--- src/verilog/ddrsm_pkg.sv ---
// constants, command codes and states for the ddr special-mode controller
//
// Function
// - clock enables low until nonzero mode written
// - suspend flushes commands, all rows self-refresh
// - resume reset clears mode, clock enables off
// - low-power flushes, rows or subset self-refresh
// - low-power exit leaves self-refresh without software
// - mode 001 turns memory cycles into nop
// - mode 010 turns memory cycles into precharge-all
// - mode 011 issues mode-register set, address mapped
// - reset clears mode; writing zero is harmless
// - mode 110 turns memory cycles into refresh
package ddrsm_pkg;

  // special mode select codes
  localparam logic [2:0] MODE_NORMAL = 3'h0;
  localparam logic [2:0] MODE_NOP = 3'h1;
  localparam logic [2:0] MODE_PREALL = 3'h2;
  localparam logic [2:0] MODE_MRS = 3'h3;
  localparam logic [2:0] MODE_CBR = 3'h6;
  localparam logic [2:0] MODE_RESET = 3'h0;

  // host address fields for ordinary accesses
  localparam int COL_LSB = 3;
  localparam int ROW_LSB = 13;
  localparam int BANK_LSB = 26;
  // memory address bit that carries auto precharge
  localparam int AP_BIT = 10;
  // self-refresh exit wait in memory clocks
  localparam int XSR_CYC_DEF = 20;

  // ddr commands presented to the encoder
  typedef enum logic [2:0] {
    CMD_NOP = 3'b000,
    CMD_PRE = 3'b001,
    CMD_MRS = 3'b010,
    CMD_REF = 3'b011,
    CMD_ACT = 3'b100,
    CMD_RD = 3'b101,
    CMD_WR = 3'b110
  } ddrsm_cmd_type;

  // sequencer states
  typedef enum logic [2:0] {
    ST_IDLE = 3'b000,
    ST_ACT = 3'b001,
    ST_SR_PRE = 3'b010,
    ST_SR_ENTER = 3'b011,
    ST_SELFREF = 3'b100,
    ST_SR_EXIT = 3'b101
  } ddrsm_state_type;

endpackage : ddrsm_pkg
--- src/verilog/ddrsm_cmd_enc.sv ---
// ddr command encoder: command code to chip-select, ras, cas, we levels
module ddrsm_cmd_enc (
  input wire ddrsm_pkg::ddrsm_cmd_type cmd_i,
  output logic [3:0] ctl_n_o
);

  // {cs_n, ras_n, cas_n, we_n}, all active low on the pins
  always_comb begin
    unique case (cmd_i)
      ddrsm_pkg::CMD_NOP: ctl_n_o = 4'h7;
      ddrsm_pkg::CMD_PRE: ctl_n_o = 4'h2;
      ddrsm_pkg::CMD_MRS: ctl_n_o = 4'h0;
      ddrsm_pkg::CMD_REF: ctl_n_o = 4'h1;
      ddrsm_pkg::CMD_ACT: ctl_n_o = 4'h3;
      ddrsm_pkg::CMD_RD: ctl_n_o = 4'h5;
      ddrsm_pkg::CMD_WR: ctl_n_o = 4'h4;
      default: ctl_n_o = 4'h7; // unused code falls back to nop
    endcase
  end

endmodule // ddrsm_cmd_enc

--- src/verilog/ddrsm_ctrl.sv ---
// ddr special-mode controller: init commands, clock enables, self-refresh
module ddrsm_ctrl #(
  parameter int ROWS = 4,
  parameter int HA_W = 32,
  parameter int XSR_CYC = ddrsm_pkg::XSR_CYC_DEF
) (
  input wire logic mclk_i,
  input wire logic reset_n_i,
  // special mode select write strobe and value
  input wire logic mode_wr_i,
  input wire logic [2:0] mode_data_i,
  // host memory cycle, request held until ack
  input wire logic host_req_i,
  input wire logic host_we_i,
  input wire logic [HA_W-1:0] host_addr_line_i,
  output logic host_ack_o,
  // power management indications
  input wire logic suspend_i,
  input wire logic lp_enter_i,
  input wire logic lp_is_c3_i,
  input wire logic [ROWS-1:0] c3_row_powerdown_select_i,
  input wire logic lp_exit_i,
  // ddr interface
  output logic [ROWS-1:0] cke_o,
  output logic cs_n_o,
  output logic ras_n_o,
  output logic cas_n_o,
  output logic we_n_o,
  output logic [1:0] ba_o,
  output logic [12:0] mem_addr_line_o,
  // status
  output logic [2:0] special_mode_select_o,
  output logic self_refresh_o
);

  // refuse row counts, address widths and exit waits the logic cannot serve
  if (ROWS < 1 || ROWS > 8) begin : g_rows_chk
    $error("ddrsm_ctrl: ROWS must be 1 to 8");
  end
  if (HA_W < ddrsm_pkg::BANK_LSB + 2) begin : g_ha_chk
    $error("ddrsm_ctrl: HA_W too small for bank field");
  end
  if (XSR_CYC < 1 || XSR_CYC > 255) begin : g_xsr_chk
    $error("ddrsm_ctrl: XSR_CYC must be 1 to 255");
  end

  // all state of the block
  typedef struct packed {
    ddrsm_pkg::ddrsm_state_type st; // sequencer state
    logic [2:0] mode; // special mode select field
    logic cke_en; // clock enables released by a nonzero mode write
    logic [ROWS-1:0] sr_rows; // rows held in self-refresh
    logic suspended; // suspend entry, left only by reset
    ddrsm_pkg::ddrsm_cmd_type cmd; // command driven this cycle
    logic [1:0] ba; // bank lines
    logic [12:0] ma; // memory address lines
    logic ack; // host cycle done pulse
    logic [7:0] cnt; // self-refresh exit wait
  } ddrsm_regs_type;

  ddrsm_regs_type r; // registered state
  ddrsm_regs_type next_r; // next state
  logic [3:0] ctl_n; // encoded command pins
  logic pwr_req; // a power request is waiting

  assign pwr_req = suspend_i | lp_enter_i;

  // next-state logic
  always_comb begin
    next_r = r;
    next_r.cmd = ddrsm_pkg::CMD_NOP;
    next_r.ack = 1'b0;
    // mode field write; zero is stored with no other effect
    if (mode_wr_i) begin
      next_r.mode = mode_data_i;
      if (mode_data_i != ddrsm_pkg::MODE_RESET) begin
        next_r.cke_en = 1'b1;
      end
    end
    unique case (r.st)
      ddrsm_pkg::ST_IDLE: begin
        // power requests win over new host cycles, which wait
        if (pwr_req && r.cke_en) begin
          next_r.st = ddrsm_pkg::ST_SR_PRE;
        end else if (host_req_i && r.cke_en && !r.ack) begin
          next_r.ma = 13'h0000;
          next_r.ba = 2'h0;
          unique case (r.mode)
            ddrsm_pkg::MODE_NOP: begin
              next_r.cmd = ddrsm_pkg::CMD_NOP;
              next_r.ack = 1'b1;
            end
            ddrsm_pkg::MODE_PREALL: begin
              next_r.cmd = ddrsm_pkg::CMD_PRE;
              next_r.ma[ddrsm_pkg::AP_BIT] = 1'b1;
              next_r.ack = 1'b1;
            end
            ddrsm_pkg::MODE_MRS: begin
              // host 13:3 onto memory 11 and 9:0; software owns 7 and 12:9 content
              next_r.cmd = ddrsm_pkg::CMD_MRS;
              next_r.ma[9:0] = host_addr_line_i[12:3];
              next_r.ma[11] = host_addr_line_i[13];
              next_r.ack = 1'b1;
            end
            ddrsm_pkg::MODE_CBR: begin
              next_r.cmd = ddrsm_pkg::CMD_REF;
              next_r.ack = 1'b1;
            end
            ddrsm_pkg::MODE_NORMAL: begin
              // ordinary access opens the row first
              next_r.cmd = ddrsm_pkg::CMD_ACT;
              next_r.ma = host_addr_line_i[ddrsm_pkg::ROW_LSB +: 13];
              next_r.ba = host_addr_line_i[ddrsm_pkg::BANK_LSB +: 2];
              next_r.st = ddrsm_pkg::ST_ACT;
            end
            default: begin
              // reserved codes complete the cycle with a nop
              next_r.cmd = ddrsm_pkg::CMD_NOP;
              next_r.ack = 1'b1;
            end
          endcase
        end
      end
      ddrsm_pkg::ST_ACT: begin
        // column access with auto precharge; an in-flight cycle is
        // finished here before any power request is honoured
        next_r.cmd = host_we_i ? ddrsm_pkg::CMD_WR : ddrsm_pkg::CMD_RD;
        next_r.ma = 13'h0000;
        next_r.ma[9:0] = host_addr_line_i[ddrsm_pkg::COL_LSB +: 10];
        next_r.ma[ddrsm_pkg::AP_BIT] = 1'b1;
        next_r.ack = 1'b1;
        next_r.st = ddrsm_pkg::ST_IDLE;
      end
      ddrsm_pkg::ST_SR_PRE: begin
        // close every bank so self-refresh may be entered
        next_r.cmd = ddrsm_pkg::CMD_PRE;
        next_r.ma = 13'h0000;
        next_r.ma[ddrsm_pkg::AP_BIT] = 1'b1;
        next_r.st = ddrsm_pkg::ST_SR_ENTER;
      end
      ddrsm_pkg::ST_SR_ENTER: begin
        // refresh with clock enable dropping on the chosen rows
        next_r.cmd = ddrsm_pkg::CMD_REF;
        next_r.ma = 13'h0000;
        if (suspend_i || !lp_is_c3_i) begin
          next_r.sr_rows = {ROWS{1'b1}};
        end else begin
          next_r.sr_rows = c3_row_powerdown_select_i;
        end
        next_r.suspended = suspend_i;
        next_r.st = ddrsm_pkg::ST_SELFREF;
      end
      ddrsm_pkg::ST_SELFREF: begin
        // suspend is left only through reset; low power exits on its own
        if (lp_exit_i && !r.suspended) begin
          next_r.sr_rows = {ROWS{1'b0}};
          next_r.cnt = 8'(XSR_CYC);
          next_r.st = ddrsm_pkg::ST_SR_EXIT;
        end
      end
      ddrsm_pkg::ST_SR_EXIT: begin
        // nops while the devices recover, then normal operation
        if (r.cnt <= 8'h01) begin
          next_r.cnt = 8'h00;
          next_r.st = ddrsm_pkg::ST_IDLE;
        end else begin
          next_r.cnt = r.cnt - 8'h01;
        end
      end
      default: begin
        next_r.st = ddrsm_pkg::ST_IDLE; // unused code recovers
      end
    endcase
  end

  // registers; reset clears the mode field and holds clock enables off
  always_ff @(posedge mclk_i) begin
    if (!reset_n_i) begin
      r.st <= ddrsm_pkg::ST_IDLE;
      r.mode <= ddrsm_pkg::MODE_RESET;
      r.cke_en <= 1'b0;
      r.sr_rows <= '0;
      r.suspended <= 1'b0;
      r.cmd <= ddrsm_pkg::CMD_NOP;
      r.ba <= 2'h0;
      r.ma <= 13'h0000;
      r.ack <= 1'b0;
      r.cnt <= 8'h00;
    end else begin
      r <= next_r;
    end
  end

  // command pin encoding
  ddrsm_cmd_enc u_enc (
    .cmd_i(r.cmd),
    .ctl_n_o(ctl_n)
  );

  // outputs, all from the registered state
  assign cke_o = {ROWS{r.cke_en}} & ~r.sr_rows;
  assign cs_n_o = ctl_n[3];
  assign ras_n_o = ctl_n[2];
  assign cas_n_o = ctl_n[1];
  assign we_n_o = ctl_n[0];
  assign ba_o = r.ba;
  assign mem_addr_line_o = r.ma;
  assign host_ack_o = r.ack;
  assign special_mode_select_o = r.mode;
  assign self_refresh_o = (r.st == ddrsm_pkg::ST_SELFREF);

endmodule // ddrsm_ctrl

--- config.mk ---
export PLATFORM = sky130hd
export DESIGN_NAME = ddrsm_ctrl
export DESIGN_NICKNAME = d
export VERILOG_FILES = /design/src/verilog/ddrsm_pkg.sv /design/src/verilog/ddrsm_cmd_enc.sv /design/src/verilog/ddrsm_ctrl.sv
export SDC_FILE = /design/constraint.sdc
export NUM_CORES = 1
export LEC_CHECK = 0
export ABC_AREA = 1
export BUFFER_PORTS_ARGS = -buffer_cell sky130_fd_sc_hd__buf_4
export CORE_MARGIN = 3
export CORE_UTILIZATION = 53
export CTS_BUF_LIST = sky130_fd_sc_hd__clkbuf_4
export DETAILED_ROUTE_END_ITERATION = 7
export HOLD_SLACK_MARGIN = 0.1
export PLACE_DENSITY = 0.93
export SYNTH_ARGS = -nofsm -noshare
export SYNTH_HDL_FRONTEND = slang
export SYNTH_SLANG_ARGS = --single-unit
--- constraint.sdc ---
create_clock -name mclk_i -period 1.45 [get_ports mclk_i]
set_input_delay 0 -clock mclk_i [delete_from_list [all_inputs] [get_ports mclk_i]]
set_output_delay 0 -clock mclk_i [all_outputs]
set_load 0.02 [all_outputs]
==> summary.md <==
| Metric | Value |
|---|---|
| Max-cap violations | 0 |
| Achievable frequency | 638.1 MHz |
| FF-to-FF setup slack | -0.02 ns |
| Syn nets | approximately 400 |
| Most common cell in the netlist | nand2_1 |
| Run status | finished, violations left |
| Reg-to-reg endpoint | r[2] |
| CP Max Fanout | 3 |
| Reg2reg path depth | 9 |
| Ranking of synthesized cells by area | dfxtp_1 (33%), nand2_1 (12%), a21oi_1 (6.9%), nor2_1 (6.4%), buf_4 (6.1%) |
| Worst Hold Class | in -> reg |
| First-pass DRT Iterations | 5 |
| Dpl cell area | 0.002725 mm² |
| Hold path depth | 5 |
| ANT nets after route | 0 |
| Mapped Cells | 348 |
| Clock buffer depth | 2 |
| Vias in the first global route | 2,553 |
| Initial Util | between 50% and 60% |
| Worst reg2reg path startpoint | r[1] |
| Clock Latency Late Sink | roughly 0.37 ns |
| Top Layer Used | met4 |
| Ys Warns | 0 |
| Row count | 23 |
| Fin crit period | around 1.6 ns |
| Cell variety after synth | 33 |
| CP required | 1.45 ns |
| Setup_tns | -0.2361 ns |
| GP Congestion | 0.8510 |
| Via density | 5.624 |
| Final setup viols | 3 |
| Gr ovfl total | 0 |
| Synth cell count leaders | nand2_1 (75), nor2_1 (40), dfxtp_1 (39) |
| Met1 WL | 2869 µm |
| Initial drt markers | 378 |
| Tcrit/Tclk final | 108.1% |
| Met2 WL | ~4000 µm |
| Final Instance Area | ~0.0034 mm² |
| CTS Sinks | 39 |
| Clock share of power | 22.8% |
| Clk_skew | between 0.015 and 0.02 ns |
| CTS clk-pin slew, worst paths | ~0.11 ns |
| Max-slew violations | 0 |
| Total track usage | between 20 and 30% |
| Register area share after synthesis | around 33% |
| CTS tree | built |
| Final wirelength | between 8000 and 9000 µm |
| Int Pwr | 2.035 mW |
| H-tree levels | 2 |
| Syn_area_per_cell | between 6 and 7 µm² |
| Die Ht | between 70 and 80 µm |
| VDD IR-drop max | about 0.0007 V |
| Io pins | 76 |
| Hpwl dp | 4078 µm |
| Dominant synthesized flop cell | dfxtp_1 |
| Share of the synthesized area in the top cell type | roughly a third |
| Synthesized flop and latch total | 39 |
| DR DRC count | 0 |
| HP Start | lp_exit_i |
| Nature of the critical path startpoint | register |
| Initial antenna violation count | 1 |
| EDFF count, synth | 0 |
| Root buf cell | clkbuf_4 |
| Final-report hold violation count | 0 |
| DR vias | approximately 2,800 |
| Flop pwr share | 39.4% |
| Met3 Wirelength | about 800 µm |
| Crit end category | output pin |
| Largest net degree at the start of global routing | 24 |
| Core box area | between 0.004 and 0.005 mm² |
| Sw frac | 36.69% |
| First-pass GRT wire length | approximately 11,000 µm |
| Chip width | ~72 µm |
| CTS Buf Count | 5 |
| Synthesized area | about 0.0023 mm² |
| PwrDens | about 960 mW/mm² |
| Hold worst-path end | r[36] |
| Die area | roughly 0.0052 mm² |
| Comb power frac | 37.8% |
| Failing checks | setup timing |
| Nets | 497 |
| Setup ws final | -0.1171 ns |
| Dominant cell type by area after synthesis | dfxtp_1 |
| WP data arrival | roughly 1.6 ns |
| RSZ-0062 raised after global routing | true |
| Setup CP Type | reg -> out |
| Asr flop ratio synth | 0% |
| LEAKAGE | about 1.6 nW |
| Area grow syn2layout | 43.99% |
| Net Sw Power | 1.179 mW |
| Port bufs | 67 |
| Share of cells above drive strength 1 | ~29% |
| Mean routed wirelength per cell | about 16 µm |
-- cells by family after synthesis --
group	share of synthesized area [%]
AOI/OAI and AO/OA	18.24
adders and majority gates	1.073
buffers and inverters	15.88
xor gates and xnor gates	0.7512
other	0.1608
DFF	33.48
and+or+nand+nor	30.42
-- cell type report --
cell class	instances	area (µm²)
multi-input combinational	239	1250
timing repair buffer	118	1005
sequential	39	789.5
fill	242	757.0
inverter	44	170.2
tap	50	62.56
clock inverter	3	38.79
clock buffer	5	37.54
antenna	2	5.005
-- power by group through the flow --
stage / registers, mW / logic [mW] / clock network, mW
global route: 1.28 / 1.29 / 0.793
CTS: 1.25 / 1.06 / 0.737
finish: 1.27 / 1.21 / 0.734
global placement: 1.27 / 0.943 / 0
detailed placement: 1.27 / 0.968 / 0
floorplan: 1.26 / 0.750 / 0
-- sequential cells by signal, summed over array words and instances (netlist names) --
register,flops
r,20
special_mode_select_o,3
mem_addr_line_o,13
ba_o,2
host_ack_o,1
-- per-stage QoR --
stage	power, mW	setup WS, ns	util [%]	cells	hold WS [ns]
final	3.214	-0.1171	81.61	500	0.1605
after CTS	3.050	0.001592	77.80	490	0.1129
after global routing	3.363	-0.1927	81.54	499	0.1853
after floorplan	2.011	0.1756	-	348	0.1465
after detailed placement	2.241	0.02210	66.22	442	0.2846
after global placement	2.212	0.1109	66.22	442	0.2736
-- placed cells by master, fill, tap and decap left out, types with 2 or more instances in the layout --
cell           Yosys  routed
nor2_4             5       8
buf_4             19      75
dfxtp_1           39      34
a21oi_1           32      31
o21ai_1           13      13
o21a_1             2       2
clkbuf_4           0       5
nor2_1            40      40
nand4_1            3       3
nor2_2             6       3
diode_2            0       2
nand2_4            5       7
dlygate4sd3_1      0      41
nor3_1             2       2
nand3_1           10       9
nand2_1           75      73
dfxtp_2            0       4
clkinv_1           1       2
nand2_2            4       4
inv_2              7       9
o21ai_0           27      27
a31oi_1            2       2
xor2_1             2       2
inv_4              1       2
inv_1             35      32
-- critical path, stage by stage (launching register included) --
cell     delay (ns)
dfxtp_2        0.37
inv_1          0.06
nor2_1         0.23
nor2_1         0.11
inv_1          0.12
nand2_1        0.07
o31ai_1        0.07
buf_4          0.19
-- worst max path at each step --
| stage | from | endpoint | slack, ns |
|---|---|---|---|
| CTS | r[0] | r[7] | 0.002 |
| global route | r[24] | ras_n_o | -0.19 |
| finish | r[25] | ras_n_o | -0.12 |
| floorplan | r[37] | r[3] | 0.18 |
| global placement | r[32] | mem_addr_line_o[0] | 0.11 |
| detailed placement | r[0] | r[7] | 0.02 |
-- repair_timing --
action,CTS,global route
hold buffers,40,1
setup buffers,0,6
gates resized for setup,0,23
setup endpoints to repair,0,27
endpoints found under the hold margin,31,3
-- layer usage --
metal  vias up  track usage [%]
li1       1289                -
met1      1259            30.30
met2       207            46.92
met3        57            6.094
met4         0            19.00
met5         -                0
Note: power is estimated with default switching activity, not from simulation.
